[config.mk]
export PLATFORM = sky130hd
export DESIGN_NAME = serdes_pcs_status_counters
export DESIGN_NICKNAME = d
export VERILOG_FILES = /design/src/rtl/crc_event_counter.v /design/src/rtl/serdes_pcs_status_counters.v /design/src/rtl/sticky_flag.v
export VERILOG_INCLUDE_DIRS = /design/src /design/src/rtl
export SDC_FILE = /design/constraint.sdc
export NUM_CORES = 1
export LEC_CHECK = 0
export ABC_AREA = 1
export BUFFER_PORTS_ARGS = -buffer_cell sky130_fd_sc_hd__buf_2
export CAP_MARGIN = 20
export CORE_UTILIZATION = 50
export CTS_BUF_LIST = sky130_fd_sc_hd__clkbuf_8
export DETAILED_ROUTE_END_ITERATION = 7
export GPL_TIMING_DRIVEN = 0
export PLACE_DENSITY_LB_ADDON = 0.25
export SLEW_MARGIN = 20
export SYNTH_ARGS = -nofsm -noshare
export SYNTH_HDL_FRONTEND = slang
export SYNTH_SLANG_ARGS = --single-unit
export TNS_END_PERCENT = 1
[constraint.sdc]
create_clock -name i_clk_sys -period 2.5 [get_ports i_clk_sys]
set_input_delay 0 -clock i_clk_sys [delete_from_list [all_inputs] [get_ports i_clk_sys]]
set_output_delay 0 -clock i_clk_sys [all_outputs]
set_load 0.03 [all_outputs]
[src/rtl/serdes_pcs_regs.vh]
// Register map, field positions and reset values of the SerDes PCS status bank
`ifndef SERDES_PCS_REGS_VH
`define SERDES_PCS_REGS_VH

// ---------------------------------------------------------------------------
// Register indices (management address, 0..31)
// ---------------------------------------------------------------------------
`define REG_PAGED_LO      5'h10
`define REG_PCS_CTRL      5'h17
`define REG_ADV_WORD      5'h19
`define REG_PARTNER_WORD  5'h1a
`define REG_LINK_FLAGS    5'h1b
`define REG_GOOD_CRC      5'h1c
`define REG_BAD_CRC       5'h1d
`define REG_PAGE_SEL      5'h1f

// Page 4 decode boundaries
`define P4_CSR_LAST       5'h14
`define P4_PPS            5'h15
`define P4_RSVD_LAST      5'h19
`define P4_SPI_LAST       5'h1c

// ---------------------------------------------------------------------------
// Page select values
// ---------------------------------------------------------------------------
`define PAGE_MAIN         16'h0000
`define PAGE_EXT3         16'h0003
`define PAGE_EXT4         16'h0004

// ---------------------------------------------------------------------------
// Forwarded access space codes
// ---------------------------------------------------------------------------
`define SPACE_MAIN        3'h0
`define SPACE_EXT3_OTHER  3'h1
`define SPACE_P4_CSR      3'h2
`define SPACE_P4_PPS      3'h3
`define SPACE_P4_SPI      3'h4
`define SPACE_P4_REFCLK   3'h5
`define SPACE_OTHER_PAGE  3'h6

// ---------------------------------------------------------------------------
// Field positions
// ---------------------------------------------------------------------------
`define CTRL_FORCE_ADV    11
`define FLG_REALIGN       15
`define FLG_SIGDET        14
`define FLG_FEFI          13
`define FLG_COMMA         12
`define FLG_POS_HI        11
`define FLG_POS_LO        8
`define FLG_HLS           7
`define GOOD_SEEN         15
`define BAD_SEL_HI        15
`define BAD_SEL_LO        14

// ---------------------------------------------------------------------------
// Codes and reset values
// ---------------------------------------------------------------------------
`define SRC_FIBER         2'h0
`define SRC_MAC           2'h1
`define RST_ADV_WORD      16'h0000
`define RST_PARTNER_WORD  16'h0000
`define RST_PAGE_SEL      16'h0000
`define RST_SRC_SEL       2'h0
`define RST_FLAG          1'b0
`define GOOD_LAST         14'h270f
`define BAD_LAST          8'hff

`endif

[src/rtl/crc_event_counter.v]
// Clear-on-read event counter, wrapping or saturating at a top value
`default_nettype none

module crc_event_counter #(
  parameter             WIDTH    = 8,
  parameter [WIDTH-1:0] TOP      = {WIDTH{1'b1}},
  parameter             SATURATE = 1
) (
  input  wire             i_clk_sys,
  input  wire             i_sys_rst,
  input  wire             i_inc,
  input  wire             i_clr,
  output wire [WIDTH-1:0] o_count
);

  localparam [WIDTH-1:0] ONE  = {{(WIDTH-1){1'b0}}, 1'b1};
  localparam [WIDTH-1:0] ZERO = {WIDTH{1'b0}};

  reg [WIDTH-1:0] count_r;
  reg [WIDTH-1:0] count_nxt;

  // A packet in the read cycle starts the fresh count at one
  always @* begin
    count_nxt = count_r;
    if (i_clr)
      count_nxt = i_inc ? ONE : ZERO;
    else if (i_inc) begin
      if (count_r == TOP)
        count_nxt = SATURATE ? TOP : ZERO;
      else
        count_nxt = count_r + ONE;
    end
  end

  // State
  always @(posedge i_clk_sys or posedge i_sys_rst) begin
    if (i_sys_rst)
      count_r <= ZERO;
    else
      count_r <= count_nxt;
  end

  assign o_count = count_r;

endmodule

`default_nettype wire

[src/rtl/serdes_pcs_status_counters.v]
// Media SerDes PCS register bank: config words, status flags, CRC counters, paging
//
// Function
// [RULE1] Advertised word writable only while forced
// [RULE2] Unforced advertised read value is not dependable
// [RULE3] Partner word holds last received code
// [RULE4] Bit 15 comma realign, clears on read
// [RULE5] Bit 14 sticky signal detect, read clears
// [RULE6] Bit 13 latches far-end fault until read
// [RULE7] Bit 12 comma: clears missing, sets read
// [RULE8] Bits 11:8 show comma position 0-9
// [RULE9] Bit 7 latches halt line state until read
// [RULE10] Good bit 15 marks packet since read
// [RULE11] 14-bit good counter wraps at 10000
// [RULE12] Bits 15:14 select fiber or MAC source
// [RULE13] 8-bit bad counter saturates, read clears
// [RULE14] Counters run only while media link up
// [RULE15] Page 4 maps registers 16-30 to extended
// [RULE16] Registers 0-15 ignore page select
// [RULE17] Page 0 restores main registers 16-30
// [RULE18] Page 4 decodes CSR, PPS, SPI, refclk
// [RULE19] Control bit 11 forces advertised word
// [RULE20] Reserved bits read zero, ignore writes
`default_nettype none
`include "serdes_pcs_regs.vh"

module serdes_pcs_status_counters (
  input  wire        i_clk_sys,
  input  wire        i_sys_rst,
  // Register port
  input  wire [4:0]  i_addr,
  input  wire [15:0] i_wdata,
  input  wire        i_wr,
  input  wire        i_rd,
  output wire [15:0] o_rdata,
  // Accesses outside this bank
  output wire        o_fwd_wr,
  output wire        o_fwd_rd,
  output wire [2:0]  o_fwd_space,
  output wire [4:0]  o_fwd_addr,
  output wire [15:0] o_fwd_wdata,
  input  wire [15:0] i_fwd_rdata,
  // PCS side
  input  wire [15:0] i_an_adv_word,
  output wire [15:0] o_adv_word,
  output wire        o_force_adv,
  input  wire        i_partner_valid,
  input  wire [15:0] i_partner_word,
  input  wire        i_comma_realign,
  input  wire        i_signal_detect,
  input  wire        i_fefi_rx,
  input  wire        i_comma_detect,
  input  wire [3:0]  i_comma_pos,
  input  wire        i_hls_rx,
  input  wire        i_media_link_up,
  input  wire        i_fiber_crc_good,
  input  wire        i_fiber_crc_bad,
  input  wire        i_mac_crc_good,
  input  wire        i_mac_crc_bad
);

  // ---------------------------------------------------------------------------
  // Declarations
  // ---------------------------------------------------------------------------
  reg  [15:0] page_sel_r;
  reg         force_adv_r;
  reg  [15:0] adv_word_r;
  reg  [15:0] partner_word_r;
  reg  [1:0]  src_sel_r;
  reg  [15:0] rdata_r;
  reg  [15:0] rdata_nxt;
  reg  [2:0]  space;
  wire        in_paged;
  wire        page3;
  wire        page4;
  wire        hit_page;
  wire        hit_ctrl;
  wire        hit_adv;
  wire        hit_partner;
  wire        hit_flags;
  wire        hit_good;
  wire        hit_bad;
  wire        hit_p4_rsvd;
  wire        own_hit;
  wire        rd_flags;
  wire        good_evt;
  wire        bad_evt;
  wire        flg_realign;
  wire        flg_sigdet;
  wire        flg_fefi;
  wire        flg_comma;
  wire        flg_hls;
  wire        good_seen;
  wire [13:0] good_count;
  wire [7:0]  bad_count;

  // ---------------------------------------------------------------------------
  // Address decode
  // ---------------------------------------------------------------------------
  // Only 16..30 follow the page; 0..15 and 31 never move
  assign in_paged    = (i_addr >= `REG_PAGED_LO) && (i_addr != `REG_PAGE_SEL); // [RULE16]
  assign page3       = (page_sel_r == `PAGE_EXT3);
  assign page4       = (page_sel_r == `PAGE_EXT4);                             // [RULE15]
  assign hit_page    = (i_addr == `REG_PAGE_SEL);
  assign hit_ctrl    = in_paged && page3 && (i_addr == `REG_PCS_CTRL);
  assign hit_adv     = in_paged && page3 && (i_addr == `REG_ADV_WORD);
  assign hit_partner = in_paged && page3 && (i_addr == `REG_PARTNER_WORD);
  assign hit_flags   = in_paged && page3 && (i_addr == `REG_LINK_FLAGS);
  assign hit_good    = in_paged && page3 && (i_addr == `REG_GOOD_CRC);
  assign hit_bad     = in_paged && page3 && (i_addr == `REG_BAD_CRC);
  // Reserved page 4 slots answer here with zero
  assign hit_p4_rsvd = in_paged && page4 && (i_addr > `P4_PPS) &&
                       (i_addr <= `P4_RSVD_LAST);                              // [RULE18]
  assign own_hit     = hit_page | hit_ctrl | hit_adv | hit_partner | hit_flags |
                       hit_good | hit_bad | hit_p4_rsvd;

  // Space code for accesses handed to the rest of the device
  always @* begin
    space = `SPACE_MAIN;                                                       // [RULE17]
    if (in_paged) begin
      if (page3)
        space = `SPACE_EXT3_OTHER;
      else if (page4) begin
        if (i_addr <= `P4_CSR_LAST)
          space = `SPACE_P4_CSR;                                               // [RULE18]
        else if (i_addr == `P4_PPS)
          space = `SPACE_P4_PPS;
        else if (i_addr <= `P4_SPI_LAST)
          space = `SPACE_P4_SPI;
        else
          space = `SPACE_P4_REFCLK;
      end else if (page_sel_r != `PAGE_MAIN)
        space = `SPACE_OTHER_PAGE;
    end
  end

  // Forwarding is combinational so foreign reads keep the one-cycle answer
  assign o_fwd_wr    = i_wr & ~own_hit;                                        // [RULE15]
  assign o_fwd_rd    = i_rd & ~own_hit;
  assign o_fwd_space = space;
  assign o_fwd_addr  = i_addr;
  assign o_fwd_wdata = i_wdata;

  // ---------------------------------------------------------------------------
  // Software-written registers
  // ---------------------------------------------------------------------------
  // Page select, force bit, advertised word, counter source
  always @(posedge i_clk_sys or posedge i_sys_rst) begin
    if (i_sys_rst) begin
      page_sel_r  <= `RST_PAGE_SEL;
      force_adv_r <= 1'b0;
      adv_word_r  <= `RST_ADV_WORD;
      src_sel_r   <= `RST_SRC_SEL;
    end else if (i_wr) begin
      if (hit_page)
        page_sel_r <= i_wdata;                                                 // [RULE15] [RULE17]
      if (hit_ctrl)
        force_adv_r <= i_wdata[`CTRL_FORCE_ADV];                               // [RULE19] [RULE20]
      if (hit_adv && force_adv_r)
        adv_word_r <= i_wdata;                                                 // [RULE1]
      if (hit_bad)
        src_sel_r <= i_wdata[`BAD_SEL_HI:`BAD_SEL_LO];                         // [RULE12]
    end
  end

  // Forced word overrides the negotiation engine's own word
  assign o_adv_word  = force_adv_r ? adv_word_r : i_an_adv_word;               // [RULE19]
  assign o_force_adv = force_adv_r;

  // ---------------------------------------------------------------------------
  // Link partner code word
  // ---------------------------------------------------------------------------
  // Holds the last word the PCS marks valid
  always @(posedge i_clk_sys or posedge i_sys_rst) begin
    if (i_sys_rst)
      partner_word_r <= `RST_PARTNER_WORD;
    else if (i_partner_valid)
      partner_word_r <= i_partner_word;                                        // [RULE3]
  end

  // ---------------------------------------------------------------------------
  // Status flags
  // ---------------------------------------------------------------------------
  assign rd_flags = i_rd & hit_flags;

  sticky_flag #(.RST_VAL(`RST_FLAG)) u_flag_realign (
    .i_clk_sys (i_clk_sys),
    .i_sys_rst (i_sys_rst),
    .i_set     (i_comma_realign),                                              // [RULE4]
    .i_clr     (rd_flags),
    .o_flag    (flg_realign)
  );

  // Stays set while detect persists, since set wins over the read
  sticky_flag #(.RST_VAL(`RST_FLAG)) u_flag_sigdet (
    .i_clk_sys (i_clk_sys),
    .i_sys_rst (i_sys_rst),
    .i_set     (i_signal_detect),                                              // [RULE5]
    .i_clr     (rd_flags),
    .o_flag    (flg_sigdet)
  );

  sticky_flag #(.RST_VAL(`RST_FLAG)) u_flag_fefi (
    .i_clk_sys (i_clk_sys),
    .i_sys_rst (i_sys_rst),
    .i_set     (i_fefi_rx),                                                    // [RULE6]
    .i_clr     (rd_flags),
    .o_flag    (flg_fefi)
  );

  // Inverted sense: the read sets it, a missing comma clears it
  sticky_flag #(.RST_VAL(`RST_FLAG)) u_flag_comma (
    .i_clk_sys (i_clk_sys),
    .i_sys_rst (i_sys_rst),
    .i_set     (rd_flags),                                                     // [RULE7]
    .i_clr     (~i_comma_detect),
    .o_flag    (flg_comma)
  );

  sticky_flag #(.RST_VAL(`RST_FLAG)) u_flag_hls (
    .i_clk_sys (i_clk_sys),
    .i_sys_rst (i_sys_rst),
    .i_set     (i_hls_rx),                                                     // [RULE9]
    .i_clr     (rd_flags),
    .o_flag    (flg_hls)
  );

  // ---------------------------------------------------------------------------
  // Receive CRC counters
  // ---------------------------------------------------------------------------
  // Reserved source codes count nothing; link down freezes both counters
  assign good_evt = i_media_link_up &                                          // [RULE14]
                    (((src_sel_r == `SRC_FIBER) & i_fiber_crc_good) |
                     ((src_sel_r == `SRC_MAC) & i_mac_crc_good));              // [RULE12]
  assign bad_evt  = i_media_link_up &                                          // [RULE14]
                    (((src_sel_r == `SRC_FIBER) & i_fiber_crc_bad) |
                     ((src_sel_r == `SRC_MAC) & i_mac_crc_bad));

  sticky_flag #(.RST_VAL(`RST_FLAG)) u_good_seen (
    .i_clk_sys (i_clk_sys),
    .i_sys_rst (i_sys_rst),
    .i_set     (good_evt | bad_evt),                                           // [RULE10]
    .i_clr     (i_rd & hit_good),
    .o_flag    (good_seen)
  );

  crc_event_counter #(.WIDTH(14), .TOP(`GOOD_LAST), .SATURATE(0)) u_good_cnt (
    .i_clk_sys (i_clk_sys),
    .i_sys_rst (i_sys_rst),
    .i_inc     (good_evt),                                                     // [RULE11]
    .i_clr     (i_rd & hit_good),
    .o_count   (good_count)
  );

  crc_event_counter #(.WIDTH(8), .TOP(`BAD_LAST), .SATURATE(1)) u_bad_cnt (
    .i_clk_sys (i_clk_sys),
    .i_sys_rst (i_sys_rst),
    .i_inc     (bad_evt),                                                      // [RULE13]
    .i_clr     (i_rd & hit_bad),
    .o_count   (bad_count)
  );

  // ---------------------------------------------------------------------------
  // Read path
  // ---------------------------------------------------------------------------
  // Value captured at the read strobe, before that edge's clear-on-read
  always @* begin
    rdata_nxt = 16'h0000;                                                      // [RULE20]
    if (hit_page)
      rdata_nxt = page_sel_r;
    else if (hit_ctrl)
      rdata_nxt[`CTRL_FORCE_ADV] = force_adv_r;
    else if (hit_adv)
      rdata_nxt = force_adv_r ? adv_word_r : i_an_adv_word;                    // [RULE2]
    else if (hit_partner)
      rdata_nxt = partner_word_r;
    else if (hit_flags) begin
      rdata_nxt[`FLG_REALIGN]             = flg_realign;
      rdata_nxt[`FLG_SIGDET]              = flg_sigdet;
      rdata_nxt[`FLG_FEFI]                = flg_fefi;
      rdata_nxt[`FLG_COMMA]               = flg_comma;
      rdata_nxt[`FLG_POS_HI:`FLG_POS_LO]  = i_comma_pos;                       // [RULE8]
      rdata_nxt[`FLG_HLS]                 = flg_hls;
    end else if (hit_good) begin
      rdata_nxt[`GOOD_SEEN]               = good_seen;
      rdata_nxt[13:0]                     = good_count;
    end else if (hit_bad) begin
      rdata_nxt[`BAD_SEL_HI:`BAD_SEL_LO]  = src_sel_r;
      rdata_nxt[7:0]                      = bad_count;
    end else if (!hit_p4_rsvd)
      rdata_nxt = i_fwd_rdata;
  end

  // Read data stand only in the cycle after the strobe
  always @(posedge i_clk_sys or posedge i_sys_rst) begin
    if (i_sys_rst)
      rdata_r <= 16'h0000;
    else
      rdata_r <= i_rd ? rdata_nxt : 16'h0000;
  end

  assign o_rdata = rdata_r;

endmodule

`default_nettype wire

[src/rtl/sticky_flag.v]
// Sticky status flag with set-over-clear priority
`default_nettype none

module sticky_flag #(
  parameter RST_VAL = 1'b0
) (
  input  wire i_clk_sys,
  input  wire i_sys_rst,
  input  wire i_set,
  input  wire i_clr,
  output wire o_flag
);

  reg flag_r;
  reg flag_nxt;

  // Set beats clear so an event in the clearing cycle survives
  always @* begin
    if (i_set)
      flag_nxt = 1'b1;
    else if (i_clr)
      flag_nxt = 1'b0;
    else
      flag_nxt = flag_r;
  end

  // State
  always @(posedge i_clk_sys or posedge i_sys_rst) begin
    if (i_sys_rst)
      flag_r <= RST_VAL;
    else
      flag_r <= flag_nxt;
  end

  assign o_flag = flag_r;

endmodule

`default_nettype wire
==> results of run 1 <==
## layer usage
layer,GRT usage (%),vias to the layer above,wire length (um)
met4,13.8,0,510
li1,-,2754,-
met3,3.22,42,997
met5,0,-,0
met2,53.0,242,8590
met1,39.7,2723,7200
## tightest hold or removal path, delay by kind of cell
| family | cells | cell delay (ns) |
|---|---|---|
| buffers and inverters | 1 | 0.09 |
| AND/OR/NAND/NOR | 2 | 0.14 |
| AO/OA/AOI/OAI | 2 | 0.14 |
## final timing paths
kind / from / endpoint / slack, ns / depth (start not counted)
worst max-delay path: page_sel_r[6]$_DFFE_PP0P_ / o_fwd_rd / 0.04 / 11
max in group asynchronous: i_sys_rst / partner_word_r[3]$_DFFE_PP0P_ / 1.72 / 4
min in group asynchronous: i_sys_rst / o_rdata[10]$_DFF_PP0_ / 0.16 / 3
worst min register to register: adv_word_r[6]$_DFFE_PP0P_ / adv_word_r[6]$_DFFE_PP0P_ / 0.50 / 2
worst min-delay path: i_an_adv_word[6] / o_rdata[6]$_DFF_PP0_ / 0.03 / 5
worst max register to register: page_sel_r[6]$_DFFE_PP0P_ / o_rdata[0]$_DFF_PP0_ / 0.08 / 12
## synth_stat cells, drive strengths merged, types with 11 or more instances
master  count  share of area (%)
nand2     198                 14
nor2       72                6.9
a31oi      17                1.9
mux2       14                2.9
o21ai      51                4.6
a21oi      59                5.4
dfrtp      95                 43
nand3      35                3.5
nor3       12                1.4
inv        84                5.7
buf        33                4.2
clkbuf     11               0.75
## layout by cell type, fill, tap and decap left out, types with 11 or more instances in the layout
cell type      synthesis  final
mux2_2                14     14
dfrtp_1               95     95
nor2_1                55     54
a31oi_1               17     17
a21oi_1               59     59
nand2_1              196    196
dlygate4sd3_1          0     41
inv_1                 77     77
clkbuf_1              11     11
o21ai_1               18     18
buf_2                  7    151
o21ai_0               33     33
buf_4                 23     33
nand3_1               33     33
## cells by family (layout without fill, tap and decap cells)
kind of cell	count (synthesis)	in the layout	share of synthesized area, %
AOI/OAI and AO/OA	153	153	15.6
xor gates and xnor gates	2	2	0.318
adders and majority gates	2	2	0.454
buffers and inverters	129	342	10.8
DFF	95	95	43.1
muxes	14	14	2.86
and+or+nand+nor	329	329	26.9
## power groups by stage
stage,registers (mW),logic (mW),clock network (mW)
after floorplan,1.88,0.573,0
after global placement,1.89,0.837,0
after detailed placement,1.90,0.863,0
after CTS,1.87,0.917,0.984
after global routing,1.90,1.04,1.04
final,1.88,0.941,0.973
## cell type report
class | count | area, um2 | share of cell area (%)
clock inverter | 6 | 42.5 | 0.596
clock buffer | 10 | 138 | 1.93
sequential | 95 | 2380 | 33.3
tap | 136 | 170 | 2.39
inverter | 85 | 324 | 4.54
multi-input combinational | 500 | 2560 | 35.9
buffer | 44 | 282 | 3.95
timing repair buffer | 197 | 1240 | 17.4
## stage by stage
step | cells | worst slack [ns] | setup TNS [ns] | area, um2 | util [%]
4_1_cts | 1067 | 0.0236 | 0 | 7070 | 67.3
3_3_place_gp | 1005 | -1.10 | -103.99 | 6410 | 61.0
2_1_floorplan | 724 | 0.0230 | 0 | 5510 | -
6_report | 1073 | 0.0374 | 0 | 7130 | 67.9
5_1_grt | 1073 | -0.0187 | -0.0187 | 7130 | 67.9
3_5_place_dp | 1006 | 0.104 | 0 | 6440 | 61.3
## flip-flops by register name, indices dropped and copies added (netlist names), 2 cells and up
name                count
adv_word_r             16
o_rdata                16
page_sel_r             16
partner_word_r         16
src_sel_r               2
u_bad_cnt.o_count       8
u_good_cnt.o_count     14
## repair_timing
action / in CTS / in global routing
endpoints found under the setup margin: 2 / 16
endpoints found under the hold margin: 95 / 0
pin swaps: 2 / 5
hold buffers: 41 / 0
cloned: 0 / 0
buffers inserted: 4 / 6
gates resized for setup: 2 / 4
==> impl_metrics.toml, run 1 <==
[run_status]
outcome = "complete, no violations"

[power]
seqPwrFrac_pct = 49.5
sw_frac_of_total_pct = 34.6
power.density_mw_per_mm2 = 531
combinationalPowerShare_pct = 24.8
clockPowerShare_pct = 25.7
irDropWorstVdd_v = 0.000297
p_leak_nw = 3.71
power.total_mw = 3.79
power.switching_mw = 1.31
intPower_mw = 2.48

[routing]
viasPerCell = 5.37
drtPass1Iterations = 5
vias = 5761
routed_wl_um = 17300
wl_per_cell_um = 16.1
drt_iter0_drc = 556
antenna_left = 0
drc_errors = 0

[placement]
place_congestion = 0.960
place_hpwl_um = 12900
portBuffers = 145

[global_routing]
grt_max_degree = 59
grt_pass1_vias = 5663
antenna_found_initial = 0
grt_pass1_wl_um = 27400
grt_usage_pct = 31.0
overflow = 0

[sta]
slew_headroom_pct = 40.2
fin_skew_ns = 0.0143
max_freq_ghz = 0.406
fin_crit_sh_pct = 98.5
setup_violations = 0
period_minus_slack_ns = 2.46
fin_hold_ws_ns = 0.0305
maxSlewViolCount = 0
finalHoldViolations = 0
tightest_slew_ns = 0.889

[worst_setup_path]
required_ns = 2.50
crit_family = "simple AND/OR/NAND/NOR gates"
cpPeakStageDelay_ns = 0.42
critPathArrivalTime_ns = 2.46
worst-setup-path-type = "flop to primary output"
startpoint_type = "flop"
slowest_stage = "dfrtp_1"
worstPathMaxFanout = 10
endpoint_kind = "primary output"
critPathBufInv = 3
path_cells = "nor2_1 -> nand2_1 -> nor2_4 -> nand3_4 -> buf_4 -> nor2_2 -> buf_6 -> nor2_4 -> nand4_1 -> nor2_1 -> buf_2"

[final_layout]
fillers = 878
layout.nets = 1022
num_antenna_cells = 0
area_delta_synth_final_pct = 29.4
drive_above_1_share_pct = 27.0

[logic_synthesis]
synth_cells = 724
async_flop_share_pct = 100
synth_seq_area_share_pct = 43.1
yosysUniqueCellTypes = 47
postSynthAreaPerCell_um2 = 7.61
synth_edf_count = 0
ys_warn_count = 0
synth_seq_cells = 95
syn_area_mm2 = 0.00551
syn-num-nets = 814
synthFlopType = "dfrtp_1"

[clock_network]
htreeDepth = 3
cts_buffers = 9
clk_path_buf_depth = 2
clk_pin_slew_ns = 0.10
clock_latency_ns = 0.37
cts_tree = "built"
root_buffer = "clkbuf_8"
cts.sinks = 95

[die]
die-area_mm2 = 0.0114
num_rows = 37
die_h_um = 107
initial_core_util_pct = 52.5
io_pins = 147
die_x_um = 107
coreArea_mm2 = 0.0105

[job]
cap_violations = 0

[hold_path]
hp-class = "input pin to flop"
(Power assumes the default switching activity.)
==> inputs of run 2 (changes only) <==
--- a/config.mk
+++ b/config.mk
@@ -7,7 +7,7 @@
 export NUM_CORES = 1
 export LEC_CHECK = 0
 export ABC_AREA = 1
-export BUFFER_PORTS_ARGS = -buffer_cell sky130_fd_sc_hd__buf_2
+export BUFFER_PORTS_ARGS = -buffer_cell sky130_fd_sc_hd__clkbuf_2
 export CAP_MARGIN = 20
 export CORE_UTILIZATION = 50
 export CTS_BUF_LIST = sky130_fd_sc_hd__clkbuf_8
==> constraint.sdc (replaced) <==
create_clock -name i_clk_sys -period 2.5 [get_ports i_clk_sys]
set_input_delay 0.125 -clock i_clk_sys [delete_from_list [all_inputs] [get_ports i_clk_sys]]
set_output_delay 0.125 -clock i_clk_sys [all_outputs]
set_load 0.03 [all_outputs]
==> run 2 against run 1 <==
Non-clock buffer count down 26. Critical endpoint unchanged. Clock power up 7%. Highest routed layer unchanged. Cell count down 2.4%. Die area unchanged. Fmax up 3.3%. Setup slack better by 0.078 ns. Power up 1.1%. Global-route usage down 0.28 points. Via count down 2.5%. Register-to-register slack better by 0.17 ns. Routed wire length down 1.8%.
==> impl_metrics.toml, run 2 (same netlist as run 1, synthesis figures left out) <==
[global_routing]
grt_pass1_vias = 5374
antenna_found_initial = 0
grt_usage_pct = 30.7
overflow = 0
grt_pass1_wl_um = 26600
grt_max_degree = 36

[die]
coreArea_mm2 = 0.0105
num_rows = 37
die_x_um = 107
die-area_mm2 = 0.0114
die_h_um = 107
io_pins = 147
initial_core_util_pct = 52.5

[clock_network]
cts_buffers = 9
clk_path_buf_depth = 2
cts.sinks = 95
htreeDepth = 3
clock_latency_ns = 0.37
clk_pin_slew_ns = 0.09
cts_tree = "built"
root_buffer = "clkbuf_8"

[power]
seqPwrFrac_pct = 48.9
intPower_mw = 2.53
sw_frac_of_total_pct = 34.1
p_leak_nw = 3.63
clockPowerShare_pct = 27.2
combinationalPowerShare_pct = 24.0
irDropWorstVdd_v = 0.000322
power.switching_mw = 1.31
power.total_mw = 3.83
power.density_mw_per_mm2 = 554

[sta]
period_minus_slack_ns = 2.38
tightest_slew_ns = 0.758
maxSlewViolCount = 0
slew_headroom_pct = 49.0
max_freq_ghz = 0.419
finalHoldViolations = 0
setup_violations = 0
rsz0062_at_grt = "true"
fin_hold_ws_ns = 0.00275
fin_crit_sh_pct = 95.4
fin_skew_ns = 0.00992

[worst_setup_path]
startpoint_type = "flop"
cp-startpoint = "page_sel_r[6]$_DFFE_PP0P_"
worst-setup-path-type = "flop to primary output"
critPathArrivalTime_ns = 2.26
required_ns = 2.38
path_cells = "nor2_1 -> nand2_2 -> nor2_4 -> nand3_4 -> buf_4 -> nor2_4 -> nor2_4 -> nand4_1 -> nor2_1 -> buf_2"
slowest_stage = "dfrtp_1"
endpoint_kind = "primary output"
r2r_start = "page_sel_r[6]$_DFFE_PP0P_"
worstPathMaxFanout = 8
crit_top_cell = "nor2_4"
cpPeakStageDelay_ns = 0.41

[final_layout]
layout_commonest_cell = "nand2_1"
fillers = 898
area_delta_synth_final_pct = 25.6
most-common-layout-cells = "nand2_1 (195), clkbuf_2 (143), dfrtp_1 (95)"
num_antenna_cells = 0
drive_above_1_share_pct = 28.3
layout.nets = 996

[placement]
place_congestion = 0.938
place_hpwl_um = 13000
portBuffers = 145

[run_status]
outcome = "complete, no violations"

[routing]
drtPass1Iterations = 7
wl_per_cell_um = 16.2
vias = 5619
antenna_left = 0
viasPerCell = 5.37
drc_errors = 0
routed_wl_um = 17000
drt_iter0_drc = 357

[hold_path]
min-delay-start = "i_wdata[7]"
hp-class = "input pin to flop"

[job]
cap_violations = 0
run 2: final timing paths:
check                                                        end  slack, ns  cells after the start
worst max-delay path                                    o_fwd_rd       0.12                     10
worst min-delay path                   adv_word_r[7]$_DFFE_PP0P_      0.003                      3
worst max register to register             o_rdata[11]$_DFF_PP0_       0.25                     13
worst min register to register         adv_word_r[6]$_DFFE_PP0P_       0.50                      2
max in group asynchronous       u_bad_cnt.o_count[0]$_DFFE_PP0P_       1.52                      4
min in group asynchronous                   o_rdata[1]$_DFF_PP0_       0.39                      3
run 2: per-layer routing:
metal	global-route usage (%)	wire, um
met3	4.32	1170
met4	13.3	510
met1	39.4	6980
met2	51.8	8340
met5	0	0
run 2: repair_timing:
item                                    4_1_cts  5_1_grt
endpoints found under the setup margin        2       12
gates cloned                                  0        0
hold endpoints to repair                     44        0
pin swaps                                     6        3
setup buffers                                 7        0
hold buffers                                 17        0
gates resized for setup                       7        9
run 2: power by group through the flow:
stage | Clock, mW | Combinational, mW | Sequential, mW
final | 1.04 | 0.918 | 1.87
after global routing | 1.12 | 1.02 | 1.90
after CTS | 1.05 | 0.905 | 1.87
after detailed placement | 0 | 0.866 | 1.90
after global placement | 0 | 0.836 | 1.90
after floorplan | 0 | 0.573 | 1.89
run 2: critical path, delay by kind of cell (launching register included):
kind / cells / cell delay (ns)
AND/OR/NAND/NOR: 8 / 1.06
flip-flops: 1 / 0.41
buffers and inverters: 2 / 0.42
run 2: layout make-up:
cell class                 instances  area, um2  area share [%]
buffer                            44        285            4.12
clock buffer                       9        124            1.79
clock inverter                     7       70.1            1.01
inverter                          85        323            4.66
multi-input combinational        500       2580            37.3
sequential                        95       2380            34.3
tap                              136        170            2.46
timing repair buffer             171        988            14.3
run 2: metrics by stage:
step	setup slack [ns]	instance area, um2	util, %	TNS (ns)	std cells
after floorplan	0.600	5520	-	0	724
after global placement	0.0202	6410	61.0	0	1005
after detailed placement	-0.0179	6450	61.4	-0.0179	1007
after CTS	0.0143	6900	65.7	0	1047
after global routing	-0.0333	6920	65.9	-0.0333	1047
final	0.115	6920	65.9	0	1047
==> inputs of run 3 (changes only) <==
--- a/config.mk
+++ b/config.mk
@@ -8,12 +8,13 @@
 export LEC_CHECK = 0
 export ABC_AREA = 1
 export BUFFER_PORTS_ARGS = -buffer_cell sky130_fd_sc_hd__clkbuf_2
-export CAP_MARGIN = 20
+export CAP_MARGIN = 5
 export CORE_UTILIZATION = 50
 export CTS_BUF_LIST = sky130_fd_sc_hd__clkbuf_8
 export DETAILED_ROUTE_END_ITERATION = 7
 export GPL_TIMING_DRIVEN = 0
 export PLACE_DENSITY_LB_ADDON = 0.25
+export SETUP_SLACK_MARGIN = 0.15
 export SLEW_MARGIN = 20
 export SYNTH_ARGS = -nofsm -noshare
 export SYNTH_HDL_FRONTEND = slang
==> run 3 against run 2 <==
The run now ends with hold timing left. Clock power barely moved. Combinational power grew 2.5%. Die area unchanged. Routed wire length rose by 2.1%. Worst hold slack lost 0.0068 ns. Setup slack lost 0.037 ns. Sequential cell count did not move. Global-route usage rose by 0.093 points. Sequential power is essentially flat. Non-clock buffer count grew 10. Critical endpoint is now o_fwd_wr.
==> impl_metrics.toml, run 3 (same netlist as run 1, synthesis figures left out) <==
[run_status]
outcome = "finished, violations left"
failed_checks = "hold timing"

[clock_network]
cts.sinks = 95
cts_buffers = 9
clk_path_buf_depth = 2
clk_pin_slew_ns = 0.10
htreeDepth = 3
root_buffer = "clkbuf_8"
clock_latency_ns = 0.37
cts_tree = "built"

[routing]
antenna_left = 0
wl_per_cell_um = 16.4
drt_iter0_drc = 428
vias = 5766
viasPerCell = 5.46
drc_errors = 0
drtPass1Iterations = 6
routed_wl_um = 17400

[global_routing]
antenna_found_initial = 0
grt_pass1_vias = 5376
grt_pass1_wl_um = 26700
overflow = 0
grt_usage_pct = 30.8
grt_max_degree = 36

[worst_setup_path]
worst-setup-path-type = "flop to primary output"
ff2ff_path_depth = 15
r2r-end = "o_rdata[1]$_DFF_PP0_"
required_ns = 2.38
endpoint_kind = "primary output"
r2r_start = "page_sel_r[8]$_DFFE_PP0P_"
reg2reg_slack_ns = 0.15
worstPathMaxFanout = 8
startpoint_type = "flop"
critPathArrivalTime_ns = 2.30

[die]
coreArea_mm2 = 0.0105
io_pins = 147
initial_core_util_pct = 52.5
die_h_um = 107
die-area_mm2 = 0.0114
num_rows = 37
die_x_um = 107

[power]
power.density_mw_per_mm2 = 547
p_leak_nw = 3.70
irDropWorstVdd_v = 0.000323
power.total_mw = 3.86

[sta]
setup_violations = 0
slew_headroom_pct = 49.9
rsz0062_at_grt = "true"
tightest_slew_ns = 0.745
period_minus_slack_ns = 2.42
fin_skew_ns = 0.00992
fin_crit_sh_pct = 96.9
layout_setup_ws_ns = 0.0785
finalHoldViolations = 1
fin_hold_ws_ns = -0.00407
max_freq_ghz = 0.413
maxSlewViolCount = 0

[placement]
place_congestion = 0.938
dp.cells = 1007
portBuffers = 145
place_hpwl_um = 13000
pre_cts_slack_ns = -0.0179

[hold_path]
min_to = "adv_word_r[7]$_DFFE_PP0P_"
whs_path_depth = 3
min-delay-start = "i_wdata[7]"
hp-class = "input pin to flop"

[job]
cap_violations = 0

[final_layout]
layout_commonest_cell = "nand2_1"
fin_util_pct = 67.3
finalNonFillerCells = 1057
most-common-layout-cells = "nand2_1 (191), clkbuf_2 (144), dfrtp_1 (95)"
drive_above_1_share_pct = 30.4
area_delta_synth_final_pct = 28.3
layout.nets = 1006
num_antenna_cells = 0
==> run 3: changes by cell type in the layout (fill, tap and decap cells not counted), sizes merged <==
cell and delta:
buf +9, inv -1, clkbuf +1, clkinv +1
==> run 3: per-stage QoR <==
step	instance area (um2)	setup TNS (ns)
floorplan	5520	0
global placement	6410	0
detailed placement	6450	-0.0179
CTS	6920	0
global route	7070	-0.0240
finish	7070	0
==> run 3: final cells by class <==
cell class / instances / area, um2
multi-input cells: 500 / 2630
clock inverters: 7 / 70.1
clock buffers: 9 / 124
well taps: 136 / 170
fillers: 871 / 3440
repair buffers: 181 / 1080
flip-flops and latches: 95 / 2380
inverters: 85 / 327
plain buffers: 44 / 293
==> run 3: timing repair <==
action,4_1_cts,5_1_grt
hold endpoints to repair,44,0
gates resized for setup,11,29
hold buffers,17,0
endpoints found under the setup margin,15,24
setup buffers,8,9
pin swaps,7,21
cloned,0,0
==> run 3: how the worst max path moves through the flow <==
stage,from,end,slack (ns)
3_3_place_gp,page_sel_r[7]$_DFFE_PP0P_,o_fwd_rd,0.02
4_1_cts,page_sel_r[2]$_DFFE_PP0P_,o_fwd_rd,0.10
5_1_grt,page_sel_r[8]$_DFFE_PP0P_,o_fwd_wr,-0.01
3_5_place_dp,page_sel_r[6]$_DFFE_PP0P_,o_fwd_rd,-0.02
2_1_floorplan,page_sel_r[2]$_DFFE_PP0P_,o_fwd_rd,0.60
6_report,page_sel_r[8]$_DFFE_PP0P_,o_fwd_wr,0.08
==> run 3: critical path, stage by stage (launching register included) <==
cell	delay, ns
dfrtp_1	0.42
nor2_1	0.13
nand2_1	0.10
nor2_4	0.19
nand3_4	0.23
buf_6	0.20
nor2_4	0.16
nor2_4	0.06
nand4_1	0.18
nor2_1	0.08
buf_4	0.17
==> run 3: metal layers <==
layer  global-route usage [%]  wire length [um]  up-vias  share of wire, %
li1                         -                 -     2731                 -
met2                     52.2              8640      294                50
met3                     4.32              1260       47               7.2
met1                     39.4              6880     2694                40
met5                        0                 0        -                 0
met4                     13.3               576        0               3.3
==> run 3: power by group <==
| group | internal, mW | switching, mW | total [mW] |
|---|---|---|---|
| registers | 1.72 | 0.154 | 1.87 |
| clock network | 0.465 | 0.584 | 1.05 |
| logic | 0.352 | 0.588 | 0.941 |
| total | 2.54 | 1.33 | 3.86 |
